File: src/cpst_pkg.sv
// Purpose: Shared types and constants for the CPU state and LED indicator.
// Assumes: 20 MHz system clock.
// Notes: Long cycle counts are also top-level parameters.
`default_nettype none
package cpst_pkg;
  localparam int unsigned CLK_KHZ = 20000;
  localparam int unsigned SLOW_HALF_MS = 250;
  localparam int unsigned FAST_HALF_MS = 50;
  localparam int unsigned STARTUP_MIN_MS = 3000;
  localparam int unsigned CHG_ONTIME_MS = 30000;
  localparam int unsigned SLOW_HALF_CYC = SLOW_HALF_MS * CLK_KHZ;
  localparam int unsigned FAST_HALF_CYC = FAST_HALF_MS * CLK_KHZ;
  localparam int unsigned STARTUP_MIN_CYC = STARTUP_MIN_MS * CLK_KHZ;
  localparam int unsigned CHG_ONTIME_CYC = CHG_ONTIME_MS * CLK_KHZ;
  localparam logic [15:0] FLICKER_SEED = 16'hace1;
  localparam logic [2:0] PORT_OFF = 3'h0;

  typedef enum logic [1:0] {
    CPST_SW_STOP = 2'h0,
    CPST_SW_RUN = 2'h1,
    CPST_SW_MEMRES = 2'h2
  } cpst_switch_e;

  typedef enum logic [1:0] {
    CPST_PORT_MASTER = 2'h0,
    CPST_PORT_SLAVE = 2'h1,
    CPST_PORT_P2P = 2'h2
  } cpst_port_e;

  typedef enum logic [18:0] {
    ST_BOOT = 19'h00001,
    ST_INIT1 = 19'h00002,
    ST_INIT2 = 19'h00004,
    ST_INIT3 = 19'h00008,
    ST_INIT4 = 19'h00010,
    ST_CARD_CHECK = 19'h00020,
    ST_CFG_LOAD = 19'h00040,
    ST_STOP = 19'h00080,
    ST_STARTUP = 19'h00100,
    ST_RUN = 19'h00200,
    ST_OVR_REQ = 19'h00400,
    ST_OVR_EXEC = 19'h00800,
    ST_FACTORY = 19'h01000,
    ST_FACTORY_DONE = 19'h02000,
    ST_FW_NEW = 19'h04000,
    ST_FW_UPD = 19'h08000,
    ST_FW_DONE = 19'h10000,
    ST_FW_ERR = 19'h20000,
    ST_SPARE = 19'h40000
  } cpst_state_e;

  typedef struct packed {
    logic run_indicator;
    logic stop_indicator;
    logic system_fault_indicator;
    logic force_indicator;
    logic card_access_indicator;
  } cpst_leds_s;

  typedef struct packed {
    logic link;
    logic activity;
    logic speed_100;
  } cpst_eth_s;

  typedef struct packed {
    logic master_en;
    logic slave_en;
    logic point_to_point_mode;
  } cpst_port_s;
endpackage : cpst_pkg
`default_nettype wire

File: src/cpst_ctrl.sv
// Purpose: Operating state machine, CPU LEDs, Ethernet LEDs, serial port gate.
// Assumes: All inputs except the asynchronous reset_n synchronous to clk; pulses last one cycle.
// Notes: Battery flag state across power cycles is held outside this block.
`default_nettype none
module cpst_ctrl import cpst_pkg::*; #(
  parameter int unsigned SLOW_HALF = SLOW_HALF_CYC,
  parameter int unsigned FAST_HALF = FAST_HALF_CYC,
  parameter int unsigned STARTUP_MIN = STARTUP_MIN_CYC,
  parameter int unsigned CHG_ONTIME = CHG_ONTIME_CYC
) (
  input wire logic clk,
  input wire logic reset_n,
  input wire cpst_switch_e mode_switch,
  input wire logic battery_empty,
  input wire logic battery_full,
  input wire logic battery_flag_retained,
  input wire logic prev_cycle_qualified,
  input wire logic fw_loaded,
  input wire logic init_step,
  input wire logic card_check_done,
  input wire logic card_valid,
  input wire logic card_has_project,
  input wire logic card_has_firmware,
  input wire logic config_load_done,
  input wire logic reset_exec_done,
  input wire logic startup_block_done,
  input wire logic factory_reset_req,
  input wire logic factory_reset_done,
  input wire logic fw_update_start,
  input wire logic fw_update_done,
  input wire logic fw_update_error,
  input wire logic system_fault,
  input wire logic vars_forced,
  input wire logic card_access,
  input wire logic port_cfg_write,
  input wire cpst_port_e port_cfg_mode,
  input wire cpst_eth_s eth_status,
  output cpst_leds_s leds,
  output logic power_indicator,
  output logic eth_link_led,
  output logic eth_speed_led,
  output cpst_port_s port_en,
  output logic battery_error_flag,
  output logic ontime_qualified,
  output cpst_state_e op_state
);

  function automatic cpst_port_s port_decode(input cpst_port_e m);
    cpst_port_s p;
    p = '0;
    p.master_en = (m == CPST_PORT_MASTER);
    p.slave_en = (m == CPST_PORT_SLAVE);
    p.point_to_point_mode = (m == CPST_PORT_P2P);
    return p;
  endfunction

  cpst_state_e st_q, st_d;
  logic [1:0] blink_q;
  logic [31:0] div_cnt_q [2];
  logic [31:0] startup_cnt_q;
  logic [31:0] ontime_cnt_q;
  logic pwr_up_q;
  logic batt_err_q;
  logic qual_q;
  logic [15:0] lfsr_q;
  cpst_port_s port_q;
  cpst_leds_s leds_q, leds_d;
  logic slow_blink, fast_blink, startup_met;
  logic link_q, speed_q, pwr_q;

  assign slow_blink = blink_q[0];
  assign fast_blink = blink_q[1];
  assign startup_met = (startup_cnt_q >= STARTUP_MIN - 1);

  // Free-running square-wave dividers, index 0 slow, index 1 fast
  for (genvar i = 0; i < 2; i++) begin : g_div
    localparam int unsigned HALF = (i == 0) ? SLOW_HALF : FAST_HALF;
    always_ff @(posedge clk or negedge reset_n) begin
      if (!reset_n) begin
        div_cnt_q[i] <= '0;
        blink_q[i] <= 1'b0;
      end else if (div_cnt_q[i] >= HALF - 1) begin
        div_cnt_q[i] <= '0;
        blink_q[i] <= ~blink_q[i];
      end else begin
        div_cnt_q[i] <= div_cnt_q[i] + 32'h1;
      end
    end
  end

  // Battery state is evaluated one cycle after reset release, never in reset
  always_ff @(posedge clk or negedge reset_n) begin
    if (!reset_n) begin
      pwr_up_q <= 1'b1;
      batt_err_q <= 1'b0;
    end else if (pwr_up_q) begin
      pwr_up_q <= 1'b0;
      batt_err_q <= battery_empty
        | (battery_flag_retained & ~prev_cycle_qualified);
    end
  end

  // Charged on-time qualification for clearing the flag next power-up
  always_ff @(posedge clk or negedge reset_n) begin
    if (!reset_n) begin
      ontime_cnt_q <= '0;
      qual_q <= 1'b0;
    end else if (!battery_full) begin
      ontime_cnt_q <= '0;
    end else if (!qual_q) begin
      if (ontime_cnt_q >= CHG_ONTIME - 1) begin
        qual_q <= 1'b1;
      end else begin
        ontime_cnt_q <= ontime_cnt_q + 32'h1;
      end
    end
  end

  always_ff @(posedge clk or negedge reset_n) begin
    if (!reset_n) begin
      startup_cnt_q <= '0;
    end else if (st_q != ST_STARTUP) begin
      startup_cnt_q <= '0;
    end else if (!startup_met) begin
      startup_cnt_q <= startup_cnt_q + 32'h1;
    end
  end

  always_comb begin
    st_d = st_q;
    case (st_q)
      ST_BOOT: if (fw_loaded) st_d = ST_INIT1;
      ST_INIT1: if (init_step) st_d = ST_INIT2;
      ST_INIT2: if (init_step) st_d = ST_INIT3;
      ST_INIT3: if (init_step) st_d = ST_INIT4;
      ST_INIT4: begin
        if (init_step) begin
          st_d = batt_err_q ? ST_OVR_EXEC : ST_CARD_CHECK;
        end
      end
      ST_CARD_CHECK: begin
        if (card_check_done) begin
          if (card_valid && card_has_firmware) begin
            st_d = ST_FW_NEW;
          end else if (card_valid && card_has_project) begin
            st_d = ST_CFG_LOAD;
          end else begin
            st_d = ST_STOP;
          end
        end
      end
      ST_CFG_LOAD: if (config_load_done) st_d = ST_STOP;
      ST_STOP: begin
        if (factory_reset_req) begin
          st_d = ST_FACTORY;
        end else if (mode_switch == CPST_SW_MEMRES) begin
          st_d = ST_OVR_REQ;
        end else if (mode_switch == CPST_SW_RUN) begin
          st_d = ST_STARTUP;
        end
      end
      ST_STARTUP: begin
        if (mode_switch != CPST_SW_RUN) begin
          st_d = ST_STOP;
        end else if (startup_block_done && startup_met) begin
          st_d = ST_RUN;
        end
      end
      ST_RUN: if (mode_switch != CPST_SW_RUN) st_d = ST_STOP;
      ST_OVR_REQ: begin
        if (mode_switch == CPST_SW_STOP) begin
          st_d = ST_OVR_EXEC;
        end else if (mode_switch == CPST_SW_RUN) begin
          st_d = ST_STOP;
        end
      end
      ST_OVR_EXEC: if (reset_exec_done) st_d = ST_CARD_CHECK;
      ST_FACTORY: if (factory_reset_done) st_d = ST_FACTORY_DONE;
      ST_FW_NEW: if (fw_update_start) st_d = ST_FW_UPD;
      ST_FW_UPD: begin
        if (fw_update_error) begin
          st_d = ST_FW_ERR;
        end else if (fw_update_done) begin
          st_d = ST_FW_DONE;
        end
      end
      // Factory reset and firmware end states wait for a power cycle
      ST_FACTORY_DONE, ST_FW_DONE, ST_FW_ERR: st_d = st_q;
      default: st_d = ST_BOOT;
    endcase
  end

  always_ff @(posedge clk or negedge reset_n) begin
    if (!reset_n) begin
      st_q <= ST_BOOT;
    end else begin
      st_q <= st_d;
    end
  end

  // Clearing wins over a configuration write during reset execution
  always_ff @(posedge clk or negedge reset_n) begin
    if (!reset_n) begin
      port_q <= PORT_OFF;
    end else if (st_q == ST_OVR_EXEC) begin
      port_q <= PORT_OFF;
    end else if (port_cfg_write && port_cfg_mode != 2'h3) begin
      port_q <= port_decode(port_cfg_mode);
    end
  end

  always_comb begin
    leds_d = '0;
    case (st_q)
      ST_BOOT: leds_d = {1'b1, fast_blink, 3'b111};
      ST_INIT1: leds_d = 5'b11111;
      ST_INIT2: leds_d = 5'b11110;
      ST_INIT3: leds_d = 5'b11100;
      ST_INIT4: leds_d = 5'b01100;
      ST_CARD_CHECK, ST_STOP: begin
        leds_d = {1'b0, 1'b1, system_fault, vars_forced, card_access};
      end
      ST_STARTUP: begin
        leds_d = {slow_blink, 1'b1, system_fault, vars_forced,
                  card_access};
      end
      ST_RUN: begin
        leds_d = {~system_fault, 1'b0, system_fault, vars_forced,
                  card_access};
      end
      ST_CFG_LOAD: leds_d = {1'b0, fast_blink, 3'b000};
      ST_OVR_REQ: begin
        leds_d = {1'b0, slow_blink, system_fault, vars_forced,
                  card_access};
      end
      ST_OVR_EXEC: begin
        leds_d = {1'b0, fast_blink, system_fault, vars_forced,
                  card_access};
      end
      ST_FACTORY: leds_d = 5'b11000;
      ST_FACTORY_DONE: leds_d = 5'b01111;
      ST_FW_NEW: leds_d = {2'b01, slow_blink, ~slow_blink, 1'b1};
      ST_FW_UPD: leds_d = {2'b00, slow_blink, ~slow_blink, 1'b1};
      ST_FW_DONE: leds_d = 5'b01111;
      ST_FW_ERR: leds_d = {1'b0, {4{fast_blink}}};
      default: leds_d = '0;
    endcase
  end

  always_ff @(posedge clk or negedge reset_n) begin
    if (!reset_n) begin
      leds_q <= '0;
    end else begin
      leds_q <= leds_d;
    end
  end

  // Pseudo-random flicker so traffic looks irregular, not like a blink
  always_ff @(posedge clk or negedge reset_n) begin
    if (!reset_n) begin
      lfsr_q <= FLICKER_SEED;
      link_q <= 1'b0;
      speed_q <= 1'b0;
      pwr_q <= 1'b0;
    end else begin
      if (div_cnt_q[1] == 32'h0) begin
        lfsr_q <= {lfsr_q[14:0],
                   lfsr_q[15] ^ lfsr_q[13] ^ lfsr_q[12] ^ lfsr_q[10]};
      end
      link_q <= eth_status.link
        & ~(eth_status.activity & lfsr_q[0]);
      speed_q <= eth_status.speed_100;
      pwr_q <= 1'b1;
    end
  end

  assign leds = leds_q;
  assign power_indicator = pwr_q;
  assign eth_link_led = link_q;
  assign eth_speed_led = speed_q;
  assign port_en = port_q;
  assign battery_error_flag = batt_err_q;
  assign ontime_qualified = qual_q;
  assign op_state = st_q;
endmodule // cpst_ctrl
`default_nettype wire

File: config.mk
export PLATFORM = sky130hd
export DESIGN_NAME = cpst_ctrl
export DESIGN_NICKNAME = d
export VERILOG_FILES = /design/src/cpst_pkg.sv /design/src/cpst_ctrl.sv
export SDC_FILE = /design/constraint.sdc
export NUM_CORES = 1
export LEC_CHECK = 0
export BUFFER_PORTS_ARGS = -buffer_cell sky130_fd_sc_hd__buf_2
export CORE_AREA = 2 2 168 104
export CTS_BUF_LIST = sky130_fd_sc_hd__clkbuf_8 sky130_fd_sc_hd__clkbuf_16
export CTS_CLUSTER_SIZE = 12
export DETAILED_ROUTE_END_ITERATION = 7
export DIE_AREA = 0 0 170 106
export GPL_ROUTABILITY_DRIVEN = 1
export GPL_TIMING_DRIVEN = 0
export PLACE_DENSITY_LB_ADDON = 0.12
export SETUP_SLACK_MARGIN = 0.5
export SLEW_MARGIN = 10
export SYNTH_ARGS = -nofsm -noshare
export SYNTH_HDL_FRONTEND = slang
export SYNTH_SLANG_ARGS = --single-unit
File: constraint.sdc
create_clock -name clk -period 6 [get_ports clk]
set_input_delay 0.9 -clock clk [delete_from_list [all_inputs] [get_ports clk]]
set_output_delay 0.9 -clock clk [all_outputs]
set_load 0.1 [all_outputs]
# Word level (Yosys, flattened, before mapping)
# Index checks and enable logic that the tools add are counted.
# totals
word_cells	135
register_bits	179
in_bits	31
output_inout_bits	32
# classes
addsub	4
bitwise_logic	13
n_mux	36
n_lt_le_gt_ge	4
eq_ne	43
n_reduce_logical	13
# op_table
op	n
$mux W19	20
$pmux W19 S16	1
$mux W32	7
$add A32 B1 Y32 const B	4
$pmux W5 S16	1
$ge A32 B20 Y1 const B	1
$ge A32 B23 Y1 const B	1
$ge A32 B26 Y1 const B	1
$ge A32 B30 Y1 const B	1
$logic_not A32 Y1	1
$ne A2 B2 Y1 const B	14
$eq A19 B1 Y1 const B	1
$eq A19 B10 Y1 const B	1
$eq A19 B11 Y1 const B	1
$eq A19 B12 Y1 const B	1
$eq A19 B13 Y1 const B	1
$eq A19 B14 Y1 const B	1
$eq A19 B15 Y1 const B	1
$eq A19 B16 Y1 const B	1
$eq A19 B17 Y1 const B	1
$eq A19 B18 Y1 const B	1
$eq A19 B2 Y1 const B	1
$eq A19 B3 Y1 const B	1
$eq A19 B4 Y1 const B	1
27 further kinds	48

# Logic depth before layout (Yosys ltp)
# depth
ltp_word	5
depth_mapped	9
ltp_nobuf	7

# Worst setup path after synthesis
# OpenSTA, ideal clock, no wires.
# synth_timing
path_kind	register -> register
startpoint	register st_q[15] (netlist: op_state[15])
endpoint	register st_q[4] (netlist: op_state[4])
path_slack_ns	2.966
required_time_ns	5.871
arrival_time_ns	2.905
setup_time_ns	0.129
stages_incl_launch_ff	9
period_less_slack_ns	3.034
cell_sequence	dfrtp_1 -> nor4_2 -> nand4_2 -> or2_1 -> buf_6 -> a2111oi_4 -> nand4b_2 -> buf_6 -> mux2_1
# synth_via
elab_chain_cells	4
elab_cells_between_ends	37
# synth_rtl
item	line	rtl
start: declaration	cpst_ctrl.sv:57	cpst_state_e st_q, st_d;
start signal: assignment	cpst_ctrl.sv:197	st_q <= st_d;
$eq A19 B18 Y1 (tied with other cells)	cpst_ctrl.sv:131	case (st_q)
$reduce_or A3 Y1	cpst_ctrl.sv:131	
$not A1 Y1 (no source line)	-	
$reduce_and A16 Y1 (no source line)	-	
# Parallel ways exist; a longest one is shown, timed or not.
# A chain may end at the register's enable or synchronous reset.

# Final worst setup path
# layout_timing
startpoint	register st_q[10] (netlist: op_state[10])
endpoint	register st_q[4] (netlist: op_state[4])
# Same word-level chain as after synthesis.

==> results.sh <==
export IMPL_outcome="complete, no violations"
export IMPL_endpoint="op_state[4]"
export IMPL_drtIter0Drc=507
export IMPL_holdWs_ns=0.4535
export IMPL_grt_pass1_wl_um=30920
export IMPL_synth_edff_count=0
export IMPL_synth_cell_types=70
export IMPL_ys_flop_type="dfrtp_1"
export IMPL_post_cts_resized=0
export IMPL_grt_overflow_total=0
export IMPL_comb_power_share_pct=20.7
export IMPL_cts_tree="yes"
export IMPL_yosysTopAreaCell="dfrtp_1"
export IMPL_drc=0
export IMPL_leakage_nw=4.192
export IMPL_final_hold_violation_count=0
export IMPL_drtPass1Iterations=5
export IMPL_ys_warnings_count=0
export IMPL_slew_violations=0
export IMPL_period_share_pct=57.92
export IMPL_vias=6559
export IMPL_regArea_um2=4467
export IMPL_min_path_type="reg2reg"
export IMPL_start_util_pct=51.54
export IMPL_r2r_end="op_state[4]"
export IMPL_max_cap_violations=0
export IMPL_ir_drop_mv=0.1982
export IMPL_hold_start="div_cnt_q[32]"
export IMPL_dieArea_um2=18020
export IMPL_final_nets=980
export IMPL_syn_inst=841
export IMPL_p_switching_mw=1.031
export IMPL_multi_input_area_um2=3998
export IMPL_crit_type="reg2reg"
export IMPL_power_share_switching_pct=32.85
export IMPL_track_usage_pct=21.74
export IMPL_place_hpwl_um=12760
export IMPL_numCtsBuffers=17
export IMPL_crit_arrival_ns=3.79
export IMPL_wl_um=18260
export IMPL_power_share_clock_pct=38.1
export IMPL_syn_to_final_growth_pct=15.46
export IMPL_rsz0062_at_grt="no"
export IMPL_ios=63
export IMPL_rrSetupSlack_ns=2.52
export IMPL_fin_util_pct=59.50
export IMPL_seqPwrFrac_pct=41.2
export IMPL_cts_hold_repair_buffers=0
export IMPL_core_um2=16670
export IMPL_row_count=37
export IMPL_critPathLaunch="op_state[10]"
export IMPL_worstReg2RegStart="op_state[10]"
export IMPL_routedWlPerCell_um=15.60
export IMPL_p_int_mw=2.107
export IMPL_final_layout_size_suffix_gt1_share_pct=15.26
export IMPL_worstHoldPathCells=1
export IMPL_power_per_cell_area_nw_per_um2=316.4
export IMPL_vias_per_cell=5.601
export IMPL_grt_pass1_vias=6075
export IMPL_end_kind="flop"
export IMPL_nFillCells=1407
export IMPL_postSynthAreaPerCell_um2=10.21
export IMPL_yosysSeqAreaShare_pct=52.00
export IMPL_clk_path_buf_depth=2
export IMPL_syn_cell_area_um2=8589
export IMPL_crit_fanout=10
export IMPL_clock_fmax_ghz=0.2878
export IMPL_ant_nets=0
export IMPL_cp_data_required_time_ns=6.31
export IMPL_ff2ff_path_depth=8
export IMPL_clock_sinks=178
export IMPL_path_clk_slew_ns=0.07
export IMPL_cts_setup_buffers=0
export IMPL_place_congestion=0.8955
export IMPL_yosys_top_cells_area="dfrtp_1 49%, nor2_1 4.3%, xor2_1 3.8%, dfstp_2 3.1%, a21oi_1 2.9%"
export IMPL_grt_max_degree=95
export IMPL_die_w_um=170
export IMPL_worst_slew_pin_slew_ns=1.171
export IMPL_skew_ns=0.006363
export IMPL_ys_async_sr_fraction_pct=100.0
export IMPL_num_antenna_cells=0
export IMPL_period_needed_ns=3.475
export IMPL_antenna_found_initial=0
export IMPL_insertion_delay_ns=0.43
export IMPL_cts_max_level=4
export IMPL_synth_top_cell_area_share_pct=48.94
export IMPL_start_kind="flop"
export IMPL_numPortBuffers=61
export IMPL_ys_ff_latch=178
export IMPL_die_h_um=106
export IMPL_setup_viol=0
export IMPL_relSlewSlack_pct=21.20
export IMPL_clockRootBuffer="clkbuf_16"
export IMPL_power_mw=3.138
export IMPL_fin_setup_tns_ns=0
## sequential cells by signal (all words and copies together), names as in the netlist
register and cells:
leds 5, pwr_up_q 1, lfsr_q 16, ontime_qualified 1, port_en 3, battery_error_flag 1, op_state 18, eth_speed_led 1
eth_link_led 1, fast_blink 1, div_cnt_q 64, slow_blink 1, ontime_cnt_q 32, power_indicator 1, startup_cnt_q 32
## final cells by class
cell class / instances / area share (%)
inverters: 24 / 0.9084
clock buffers: 17 / 4.290
clock inverters: 15 / 2.107
multi-input cells: 635 / 40.31
well taps: 214 / 2.700
repair buffers: 62 / 3.457
plain buffers: 26 / 1.186
flip-flops and latches: 178 / 45.04
## cell usage after synthesis, drive strengths merged, types with 3 or more instances
cell type	count
and2	15
inv	24
mux2	19
nand4	26
xnor2	24
nand2	47
and3	18
or3	19
nand2b	10
dfstp	10
nand3b	7
and4	9
o21ai	28
nor2b	7
o21bai	5
o211ai	4
a31oi	3
o31ai	17
nand4b	3
a211oi	3
o21a	4
ha	5
nand3	40
xor2	37
a2111oi	6
or4b	5
a21o	4
nor3	15
nor4	20
or4	19
dfrtp	168
or2	6
buf	4
mux2i	6
clkbuf	22
nor3b	6
o22ai	3
nor2	98
a21oi	49
## cell families (layout without fill, tap and decap cells)
logic type | Yosys count | in the layout | share of synthesized area [%]
buffers and inverters | 50 | 144 | 2.418
adder cells (fa/ha/maj) | 5 | 5 | 0.7283
XOR/XNOR | 61 | 61 | 6.220
multiplexers | 25 | 25 | 3.190
AND/OR/NAND/NOR | 377 | 377 | 24.22
AO/OA/AOI/OAI | 143 | 143 | 11.13
other | 2 | 24 | 0.08743
flip-flops | 178 | 178 | 52.00
## cell usage in the layout, fill, tap and decap left out, types with 5 or more instances in the layout
cell / count
nand2_1: 47
conb_1: 24
xnor2_1: 24
clkbuf_1: 22
o21ai_0: 26
or2_2: 5
nor3b_1: 6
clkinv_4: 5
nand3_1: 40
and4_1: 9
o21bai_1: 5
buf_2: 61
and2_1: 15
nor3_1: 15
nor2_1: 98
clkbuf_16: 17
inv_1: 24
a21oi_1: 49
mux2i_1: 6
ha_1: 5
nand3b_1: 7
mux2_2: 17
dfrtp_1: 168
xor2_1: 37
o31ai_1: 17
and3_1: 18
dfstp_2: 10
nor4_1: 16
or3_1: 19
nand2b_1: 10
nand4_1: 25
nor2b_1: 7
or4_1: 19
## power groups by stage
stage               Clock [mW]  Combinational [mW]  Sequential (mW)
floorplan                    0               0.245             1.55
global placement             0               0.641             1.31
detailed placement           0               0.643             1.31
CTS                       1.22               0.647             1.29
global route              1.28               0.694             1.30
finish                    1.20               0.651             1.29
## critical path: stages (launching register included)
cell       delay (ns)
dfrtp_1          0.44
nor4_1           1.01
nand4_1          0.30
clkbuf_1         0.29
nor4_1           0.48
a2111oi_2        0.14
nand4b_2         0.17
buf_6            0.18
mux2_1           0.34
## per-stage QoR
step                instance area [um2]  setup slack, ns  std cells
floorplan                          8672            2.966        863
global placement                   9245            1.144       1138
detailed placement                 9283            2.733       1139
CTS                                9917            2.665       1171
global route                       9917            2.353       1171
finish                             9917            2.525       1171
## worst min-delay path by stage
| stage | endpoint | slack [ns] |
|---|---|---|
| 2_1_floorplan | div_cnt_q[32] | 0.42 |
| 3_3_place_gp | div_cnt_q[32] | 0.44 |
| 3_5_place_dp | div_cnt_q[32] | 0.45 |
| 4_1_cts | div_cnt_q[32] | 0.46 |
| 5_1_grt | startup_cnt_q[27] | 0.49 |
| 6_report | div_cnt_q[32] | 0.45 |
## metal layers
layer | vias to the layer above | GRT usage, % | share of wire [%]
li1 | 3229 | - | -
met1 | 3203 | 35.83 | 56
met2 | 118 | 27.55 | 39
met3 | 9 | 5.920 | 5.1
met4 | 0 | 5.067 | 0.77
met5 | - | 0 | 0
Note: power is estimated with default switching activity, not from simulation.
